$ cat config.mk
export PLATFORM = sky130hd
export DESIGN_NAME = int11_aggregator
export DESIGN_NICKNAME = d
export VERILOG_FILES = /design/src/rtl/int11_aggr_pkg.sv /design/src/rtl/src_flag_cell.sv /design/src/rtl/int11_aggregator.sv
export VERILOG_INCLUDE_DIRS = /design/src /design/src/rtl
export SDC_FILE = /design/constraint.sdc
export NUM_CORES = 1
export LEC_CHECK = 0
export BUFFER_PORTS_ARGS = -buffer_cell sky130_fd_sc_hd__buf_2
export CAP_MARGIN = 10
export CORE_ASPECT_RATIO = 0.8
export CORE_MARGIN = 8
export CORE_UTILIZATION = 25
export CTS_CLUSTER_DIAMETER = 40
export DETAILED_ROUTE_END_ITERATION = 8
export GPL_TIMING_DRIVEN = 0
export SLEW_MARGIN = 40
export SYNTH_ARGS = -nofsm -noshare
export SYNTH_HDL_FRONTEND = slang
export SYNTH_SLANG_ARGS = --single-unit
$ cat constraint.sdc
create_clock -name clk_sys -period 3.85 [get_ports clk_sys]
set_input_delay 0.77 -clock clk_sys [delete_from_list [all_inputs] [get_ports clk_sys]]
set_output_delay 0.77 -clock clk_sys [all_outputs]
set_load 0.01 [all_outputs]
$ cat src/rtl/int11_aggr_consts.svh
// constants for the interrupt-11 aggregator: register indices, byte addresses,
// field positions and reset values.
// assumes an AHB-Lite master with 32-bit data; each register takes one aligned word.
`ifndef INT11_AGGR_CONSTS_SVH
`define INT11_AGGR_CONSTS_SVH

// ==========================================================================
// register indices (byte address is four times the index)
`define IDX_REQUEST_FLAGS 32'h0000_28a2
`define IDX_INPUT_TYPE 32'h0000_28a3
`define IDX_OUTPUT_TYPE 32'h0000_28a4
`define IDX_SOURCE_ENABLES 32'h0000_28a5
`define IDX_PENDING_FLAGS 32'h0000_28a6
`define IDX_IRQ_STATUS 32'h0000_28a8
`define IDX_IRQ_MASK 32'h0000_28a9
`define IDX_PERIPH_GATE_A 32'h0000_2d00
`define IDX_PERIPH_GATE_B 32'h0000_2d01

// ==========================================================================
// byte addresses seen on haddr
`define ADDR_REQUEST_FLAGS (`IDX_REQUEST_FLAGS << 2)
`define ADDR_INPUT_TYPE (`IDX_INPUT_TYPE << 2)
`define ADDR_OUTPUT_TYPE (`IDX_OUTPUT_TYPE << 2)
`define ADDR_SOURCE_ENABLES (`IDX_SOURCE_ENABLES << 2)
`define ADDR_PENDING_FLAGS (`IDX_PENDING_FLAGS << 2)
`define ADDR_IRQ_STATUS (`IDX_IRQ_STATUS << 2)
`define ADDR_IRQ_MASK (`IDX_IRQ_MASK << 2)
`define ADDR_PERIPH_GATE_A (`IDX_PERIPH_GATE_A << 2)
`define ADDR_PERIPH_GATE_B (`IDX_PERIPH_GATE_B << 2)

// ==========================================================================
// field positions and sizes
`define NUM_SOURCES 7
`define SRC_SERIAL_ILLEGAL 4
`define SRC_SERIAL_TX 5
`define GATE_A_SERIAL_EN_BIT 6
`define GATE_B_INT11_GATE_BIT 3

// ==========================================================================
// reset values
`define RST_INPUT_TYPE 8'h7f
`define RST_OUTPUT_TYPE 8'h01
`define RST_ZERO8 8'h00
`define RST_ZERO7 7'h00

`endif

$ cat src/rtl/int11_aggr_pkg.sv
// types shared by the interrupt-11 aggregator files.
// assumes nothing beyond a SystemVerilog compiler.
package int11_aggr_pkg;

   // ==========================================================================
   // event pulses from the peripherals, one clock each, same clock domain
   typedef struct packed {
      logic comparator;
      logic serial_tx_done;
      logic serial_illegal_data;
      logic [2:0] timer_capture;
      logic timer_overflow;
   } src_events_s;

   // ==========================================================================
   // bus slave phases
   typedef enum logic [1:0] {
      BUS_IDLE,
      BUS_WRITE,
      BUS_READ_WAIT,
      BUS_READ_DONE
   } bus_state_e;

endpackage

$ cat src/rtl/src_flag_cell.sv
// one source of the aggregator: its request flag and its pending bit.
// assumes event and write strobes are single-cycle pulses on clk_sys.
`timescale 1ns/1ps
`default_nettype none

module src_flag_cell (
   input wire logic clk_sys,
   input wire logic reset,
   input wire logic hw_event,
   input wire logic enabled,
   input wire logic flag_wr,
   input wire logic flag_wr_data,
   input wire logic pend_wr,
   input wire logic pend_wr_data,
   output logic flag,
   output logic pending,
   output logic flag_set
);

   logic hw_set;
   logic sw_set;
   logic sw_clr;
   logic pend_set;
   logic pend_clr;
   logic flag_r;
   logic pend_r;

   // set terms need the enable; clear terms do not
   assign hw_set = hw_event & enabled;
   assign sw_set = flag_wr & flag_wr_data & enabled;
   assign sw_clr = flag_wr & ~flag_wr_data;
   assign pend_set = hw_set & flag_r;
   assign pend_clr = pend_wr & ~pend_wr_data;
   assign flag_set = hw_set | sw_set;

   // request flag; a set in the clearing cycle wins so no event is lost
   always_ff @(posedge clk_sys or posedge reset) begin
      if (reset) begin
         flag_r <= 1'b0;
      end else if (flag_set) begin
         flag_r <= 1'b1;
      end else if (sw_clr) begin
         flag_r <= 1'b0;
      end
   end

   // pending bit; only a software write of zero clears it
   always_ff @(posedge clk_sys or posedge reset) begin
      if (reset) begin
         pend_r <= 1'b0;
      end else if (pend_set) begin
         pend_r <= 1'b1;
      end else if (pend_clr) begin
         pend_r <= 1'b0;
      end
   end

   assign flag = flag_r;
   assign pending = pend_r;

endmodule

`default_nettype wire

$ cat src/rtl/int11_aggregator.sv
// interrupt-11 aggregator: seven peripheral events into one core request,
// with an AHB-Lite register slave and a maskable read-to-clear event status.
// assumes events come from logic on clk_sys, as one-cycle pulses, and a single
// AHB-Lite master doing single word transfers; hready is this slave's hreadyout.
`timescale 1ns/1ps
`default_nettype none
`include "int11_aggr_consts.svh"

module int11_aggregator (
   input wire logic clk_sys,
   input wire logic reset,
   // ahb-lite slave
   input wire logic hsel,
   input wire logic [31:0] haddr,
   input wire logic [1:0] htrans,
   input wire logic hwrite,
   input wire logic [2:0] hsize,
   input wire logic hready,
   input wire logic [31:0] hwdata,
   output logic [31:0] hrdata,
   output logic hreadyout,
   output logic hresp,
   // peripheral events
   input wire int11_aggr_pkg::src_events_s src_events,
   // toward the core interrupt logic and the system
   output logic core_int11_req,
   output logic irq
);
   import int11_aggr_pkg::*;

   // ==========================================================================
   // declarations
   // bus slave state
   bus_state_e bus_state_r;
   bus_state_e bus_state_nxt;
   logic [31:0] addr_r;
   logic [31:0] hrdata_r;
   logic hreadyout_r;
   logic hresp_r;
   // software registers
   logic [7:0] input_type_r;
   logic [7:0] output_type_r;
   logic [6:0] source_enables_r;
   logic [7:0] periph_gate_ctrl_a_r;
   logic [7:0] periph_gate_ctrl_b_r;
   logic [6:0] irq_status_r;
   logic [6:0] irq_mask_r;
   // output stages
   logic core_int11_req_r;
   logic irq_r;
   // bus decode and per-source vectors
   logic addr_phase;
   logic wr_en;
   logic rd_capture;
   logic [6:0] src_vec;
   logic [6:0] src_qual;
   logic [6:0] flags;
   logic [6:0] pendings;
   logic [6:0] flag_sets;
   logic [7:0] wdata8;
   logic wr_flags;
   logic wr_pend;
   logic [31:0] read_mux;

   // ==========================================================================
   // source qualification
   // packed struct puts the overflow in bit0 and the comparator in bit6
   assign src_vec = src_events;

   // serial sources are silent while the serial interface is switched off
   // a serial event that arrives while the interface is off is dropped, not held
   always_comb begin
      src_qual = src_vec;
      if (!periph_gate_ctrl_a_r[`GATE_A_SERIAL_EN_BIT]) begin
         src_qual[`SRC_SERIAL_ILLEGAL] = 1'b0;
         src_qual[`SRC_SERIAL_TX] = 1'b0;
      end
   end

   // ==========================================================================
   // bus front end
   // a new transfer is taken only while this slave shows ready
   // hsize is not checked; every register is a byte in the low lane of a word
   assign addr_phase = hsel & htrans[1] & hready;
   assign wr_en = (bus_state_r == BUS_WRITE);
   assign rd_capture = (bus_state_r == BUS_READ_WAIT);
   assign wdata8 = hwdata[7:0];
   assign wr_flags = wr_en & (addr_r == `ADDR_REQUEST_FLAGS);
   assign wr_pend = wr_en & (addr_r == `ADDR_PENDING_FLAGS);

   // phase sequencing; reads take one wait state so that a write in the
   // preceding data phase is already visible in the read data
   always_comb begin
      bus_state_nxt = bus_state_r;
      case (bus_state_r)
         BUS_IDLE, BUS_WRITE, BUS_READ_DONE: begin
            if (addr_phase && hwrite) begin
               bus_state_nxt = BUS_WRITE;
            end else if (addr_phase) begin
               bus_state_nxt = BUS_READ_WAIT;
            end else begin
               bus_state_nxt = BUS_IDLE;
            end
         end
         BUS_READ_WAIT: begin
            bus_state_nxt = BUS_READ_DONE;
         end
         default: begin
            bus_state_nxt = BUS_IDLE;
         end
      endcase
   end

   always_ff @(posedge clk_sys or posedge reset) begin
      if (reset) begin
         bus_state_r <= BUS_IDLE;
      end else begin
         bus_state_r <= bus_state_nxt;
      end
   end

   // address held for the data phase
   // only taken while ready is high, so a stalled read keeps its own address
   always_ff @(posedge clk_sys or posedge reset) begin
      if (reset) begin
         addr_r <= 32'h0000_0000;
      end else if (addr_phase && bus_state_r != BUS_READ_WAIT) begin
         addr_r <= {haddr[31:2], 2'b00};
      end
   end

   // ready drops for exactly the read wait cycle
   // registered from the next state so hreadyout comes straight from a flip-flop
   always_ff @(posedge clk_sys or posedge reset) begin
      if (reset) begin
         hreadyout_r <= 1'b1;
      end else begin
         hreadyout_r <= (bus_state_nxt != BUS_READ_WAIT);
      end
   end

   // every answer is OKAY, unmapped addresses included
   // no error path is needed since every mapped register accepts a plain word
   always_ff @(posedge clk_sys or posedge reset) begin
      if (reset) begin
         hresp_r <= 1'b0;
      end else begin
         hresp_r <= 1'b0;
      end
   end

   // ==========================================================================
   // per-source flag cells
   // one cell per source; a level held high on an event line counts as a
   // fresh event every cycle, so sources must pulse
   genvar gi;
   generate
      for (gi = 0; gi < `NUM_SOURCES; gi = gi + 1) begin : g_src
         src_flag_cell u_cell (
            .clk_sys(clk_sys),
            .reset(reset),
            .hw_event(src_qual[gi]),
            .enabled(source_enables_r[gi]),
            .flag_wr(wr_flags),
            .flag_wr_data(wdata8[gi]),
            .pend_wr(wr_pend),
            .pend_wr_data(wdata8[gi]),
            .flag(flags[gi]),
            .pending(pendings[gi]),
            .flag_set(flag_sets[gi])
         );
      end
   endgenerate

   // ==========================================================================
   // software-owned registers
   // enables start at zero so nothing fires before software arms it
   always_ff @(posedge clk_sys or posedge reset) begin
      if (reset) begin
         source_enables_r <= `RST_ZERO7;
      end else if (wr_en && addr_r == `ADDR_SOURCE_ENABLES) begin
         source_enables_r <= wdata8[6:0];
      end
   end

   // type registers only store; the logic supports their reset values alone
   // the edge-select behaviour is fixed, so other values would not change how
   // events are taken; software is expected to leave these at reset
   always_ff @(posedge clk_sys or posedge reset) begin
      if (reset) begin
         input_type_r <= `RST_INPUT_TYPE;
         output_type_r <= `RST_OUTPUT_TYPE;
      end else begin
         if (wr_en && addr_r == `ADDR_INPUT_TYPE) begin
            input_type_r <= {1'b0, wdata8[6:0]};
         end
         if (wr_en && addr_r == `ADDR_OUTPUT_TYPE) begin
            output_type_r <= wdata8;
         end
      end
   end

   // peripheral gate registers; only the serial enable and gate bits act here
   // the other gate bits belong to peripherals outside this block and are kept
   // only so software reads back what it wrote
   always_ff @(posedge clk_sys or posedge reset) begin
      if (reset) begin
         periph_gate_ctrl_a_r <= `RST_ZERO8;
         periph_gate_ctrl_b_r <= `RST_ZERO8;
      end else begin
         if (wr_en && addr_r == `ADDR_PERIPH_GATE_A) begin
            periph_gate_ctrl_a_r <= wdata8;
         end
         if (wr_en && addr_r == `ADDR_PERIPH_GATE_B) begin
            periph_gate_ctrl_b_r <= wdata8;
         end
      end
   end

   // event mask, same layout as the flags
   always_ff @(posedge clk_sys or posedge reset) begin
      if (reset) begin
         irq_mask_r <= `RST_ZERO7;
      end else if (wr_en && addr_r == `ADDR_IRQ_MASK) begin
         irq_mask_r <= wdata8[6:0];
      end
   end

   // ==========================================================================
   // sticky event status, cleared by reading it; a new set beats the clear
   // the clear uses the captured address of the read wait cycle, so a read
   // that stalls never clears the status twice
   always_ff @(posedge clk_sys or posedge reset) begin
      if (reset) begin
         irq_status_r <= `RST_ZERO7;
      end else if (rd_capture && addr_r == `ADDR_IRQ_STATUS) begin
         irq_status_r <= flag_sets;
      end else begin
         irq_status_r <= irq_status_r | flag_sets;
      end
   end

   // ==========================================================================
   // read path
   // bit7 reads zero except in output type and the two gate registers; all upper bits read zero
   // the mux runs off the held address, which keeps hrdata free of the
   // next address phase that may overlap the data phase
   always_comb begin
      read_mux = 32'h0000_0000;
      case (addr_r)
         `ADDR_REQUEST_FLAGS: read_mux = {25'h0, flags};
         `ADDR_INPUT_TYPE: read_mux = {24'h0, input_type_r};
         `ADDR_OUTPUT_TYPE: read_mux = {24'h0, output_type_r};
         `ADDR_SOURCE_ENABLES: read_mux = {25'h0, source_enables_r};
         `ADDR_PENDING_FLAGS: read_mux = {25'h0, pendings};
         `ADDR_IRQ_STATUS: read_mux = {25'h0, irq_status_r};
         `ADDR_IRQ_MASK: read_mux = {25'h0, irq_mask_r};
         `ADDR_PERIPH_GATE_A: read_mux = {24'h0, periph_gate_ctrl_a_r};
         `ADDR_PERIPH_GATE_B: read_mux = {24'h0, periph_gate_ctrl_b_r};
         default: read_mux = 32'h0000_0000;
      endcase
   end

   // read data held from the wait cycle until the next read
   always_ff @(posedge clk_sys or posedge reset) begin
      if (reset) begin
         hrdata_r <= 32'h0000_0000;
      end else if (rd_capture) begin
         hrdata_r <= read_mux;
      end
   end

   // ==========================================================================
   // outputs
   // pending bits deliberately play no part in the request
   // the request lags the flag set by one edge; the core samples a level, so
   // the extra cycle costs latency only
   always_ff @(posedge clk_sys or posedge reset) begin
      if (reset) begin
         core_int11_req_r <= 1'b0;
      end else begin
         core_int11_req_r <= periph_gate_ctrl_b_r[`GATE_B_INT11_GATE_BIT]
            & (|(flags & source_enables_r));
      end
   end

   // system interrupt, level while any unmasked status bit stands
   always_ff @(posedge clk_sys or posedge reset) begin
      if (reset) begin
         irq_r <= 1'b0;
      end else begin
         irq_r <= |(irq_status_r & irq_mask_r);
      end
   end

   // every top-level output is a flip-flop
   assign hrdata = hrdata_r;
   assign hreadyout = hreadyout_r;
   assign hresp = hresp_r;
   assign core_int11_req = core_int11_req_r;
   assign irq = irq_r;

endmodule

`default_nettype wire

==> results.json <==
{
  "rows": 48,
  "fillers": 2164,
  "crit_required_ns": 4.07,
  "r2r_start": "addr_r[4]$_DFFE_PP0P_",
  "fp.dieH_um": 147,
  "place_congestion": 0.808,
  "dr.pass1.iters": 5,
  "status": "finished clean",
  "cts_max_level": 3,
  "p_per_area_nw_per_um2": 471,
  "dp_slack_ns": 1.20,
  "area_growth_pct": 20.1,
  "root_buffer": "clkbuf_16",
  "reg2reg_depth": 7,
  "cts.clk_slew.worst_paths_ns": 0.07,
  "period_share_pct": 70.6,
  "clockBufferDepth": 2,
  "synthFlopType": "dfrtp_1",
  "synth_warnings": 0,
  "dpl.hpwl_mm": 10.5,
  "path_delay_family": "buffers and inverters",
  "ys_seq_area_share_pct": 51.2,
  "fin_nets": 633,
  "cts_hold_buf": 0,
  "ys_seq_elements": 109,
  "ios": 117,
  "clock_sinks": 109,
  "postSynthAreaPerCell_um2": 11.6,
  "setup_viol": 0,
  "synth_enable_flop_cells": 0,
  "syn_area_um2": 5350,
  "crit_arrival_ns": 2.94,
  "die_area_um2": 26400,
  "multiInputGateArea_um2": 2370,
  "drt_iter0_markers": 303,
  "cts_setup_buffers": 0,
  "synth_common_cells": "dfrtp_1 (100), mux2_2 (76), nand2_1 (26)",
  "ir_drop_v": 0.000206,
  "min_path_type": "in -> async",
  "grt_pass1_wl_mm": 22.8,
  "yosysMostFrequentCell": "dfrtp_1",
  "timing.final.ws_setup_ns": 1.13,
  "wl_per_cell_um": 17.2,
  "syn_inst": 460,
  "grt_pass1_vias": 3905,
  "crit_chain": "clkbuf_1 > clkbuf_1 > mux2_2 > a22oi_1 > o221ai_1 > a21oi_1 > o21ai_0",
  "synth_top_area_share_pct": 46.7,
  "period_minus_slack_ns": 2.72,
  "critPathSlowestCell": "clkbuf_1",
  "total_power_mw": 3.03,
  "synth_cell_types": 53,
  "cts_tree": "built",
  "post_cts_resized": 0,
  "path_depth": 7,
  "cp_num_buf_inv": 2,
  "grt_usage_pct": 11.0,
  "critical_path_class": "reg -> reg",
  "r2r_slack_ns": 1.13,
  "tightest_slew_ns": 0.765,
  "maxCapViolations": 0,
  "yosys.area.top_type": "dfrtp_1",
  "antenna_found_initial": 0,
  "fmax_ghz": 0.368,
  "final_core_util_pct": 30.2,
  "start_util_pct": 25.1,
  "synth.area.top_cells": "dfrtp_1 (47%), mux2_2 (16%), dfstp_2 (4.4%), mux2i_1 (3.6%), buf_4 (3.5%)",
  "core-area_um2": 21300,
  "maxSlewHeadroom_pct": 49.0,
  "final_hold_viol_count": 0,
  "fp.dieW_um": 180,
  "viasPerCell": 4.70,
  "clock_skew_ns": 0.00919,
  "wl_mm": 14.3,
  "critPathCaptureType": "flip-flop",
  "slew_violations": 0,
  "seq_area_um2": 2740,
  "reg2reg_to": "hrdata[6]$_DFFE_PP0P_",
  "clk_latency_ns": 0.36,
  "grt-ovfl-total": 0,
  "drive_above_1_share_pct": 34.5,
  "hold_ws_ns": 0.406,
  "portBuffers": 56,
  "grt_max_degree": 60,
  "startpoint_type": "flip-flop",
  "cts_buffers": 9,
  "ant_nets": 0,
  "worstPathMaxFanout": 10,
  "critPathMostFrequentCell": "clkbuf_1",
  "slowest_delay_ns": 0.64,
  "async_flop_share_pct": 100,
  "drc": 0,
  "vias": 3916,
  "leakagePower_nw": 2.78,
  "rsz0062_at_grt": "no"
}
logic make-up (layout without fill, tap and decap cells):
kind of cell	count (synthesis)	after routing	share of synthesized area [%]
other	1	26	0.0700
DFF	109	109	51.2
and+or+nand+nor	98	98	10.7
buffers and inverters	62	135	6.17
muxes	95	95	19.5
AOI/OAI and AO/OA	95	95	12.3
layout by cell type, fill, tap and decap left out, types with 9 or more instances in the layout:
master     synthesis  layout
nor2_1            15      15
conb_1             1      25
clkbuf_16          0       9
mux2i_1           19      19
dfrtp_1          100     100
buf_2              3      59
buf_4             25      25
dfstp_2            9       9
clkbuf_1          24      24
o21ai_0           16      16
nand3_1           13      13
nand2_1           26      26
a21oi_1           18      18
a22oi_1           11      11
mux2_2            76      76
power breakdown:
group / total (mW) / leakage, nW / internal (mW) / switching (mW)
Combinational: 0.649 / 1.33 / 0.279 / 0.370
Sequential: 1.38 / 1.29 / 1.28 / 0.0995
Clock: 1.00 / 0.160 / 0.574 / 0.430
Total: 3.03 / 2.78 / 2.13 / 0.899
flip-flops by register name, indices dropped and copies added, names as in the netlist, 8 cells and up:
| name | flops |
|---|---|
| addr_r | 30 |
| hrdata | 8 |
| periph_gate_ctrl_b_r | 8 |
| periph_gate_ctrl_a_r | 8 |
| output_type_r | 8 |
worst register-to-register path, cell delays in order, from the launching register on:
cell,delay [ns]
dfrtp_1,0.32
clkbuf_1,0.39
clkbuf_1,0.64
mux2_2,0.43
a22oi_1,0.25
o221ai_1,0.17
a21oi_1,0.26
o21ai_0,0.13
how the worst max path moves through the flow:
stage                           startpoint                             endpoint  slack, ns
finish               addr_r[4]$_DFFE_PP0P_                hrdata[6]$_DFFE_PP0P_       1.13
global placement                     reset  periph_gate_ctrl_a_r[4]$_DFFE_PP0P_      -1.20
CTS                  addr_r[4]$_DFFE_PP0P_                hrdata[2]$_DFFE_PP0P_       1.18
detailed placement   addr_r[4]$_DFFE_PP0P_                hrdata[2]$_DFFE_PP0P_       1.20
floorplan                            reset               addr_r[10]$_DFFE_PP0P_       0.22
global route        addr_r[17]$_DFFE_PP0P_      source_enables_r[5]$_DFFE_PP0P_       0.96
routing by layer:
metal	part of all wire (%)	GRT usage, %	vias up
li1	-	-	1839
met1	48	15.1	1958
met2	45	16.4	106
met3	5.3	3.36	13
met4	1.5	3.29	0
met5	0	0	-
per-stage QoR:
stage               instance area (µm²)  TNS, ns  instances
global placement                   6070  -119.59        815
detailed placement                 6100        0        816
CTS                                6430        0        832
finish                             6430        0        833
global route                       6430        0        832
floorplan                          5440        0        484
layout make-up:
| type | count | share of cell area, % |
|---|---|---|
| inverters | 6 | 0.467 |
| diodes | 1 | 0.0389 |
| well taps | 275 | 5.35 |
| clock buffers | 9 | 3.50 |
| plain buffers | 56 | 4.79 |
| flip-flops and latches | 109 | 42.6 |
| clock inverters | 7 | 1.56 |
| repair buffers | 57 | 4.79 |
| multi-input cells | 313 | 36.9 |
No activity file was read; power rests on OpenSTA's default activity.
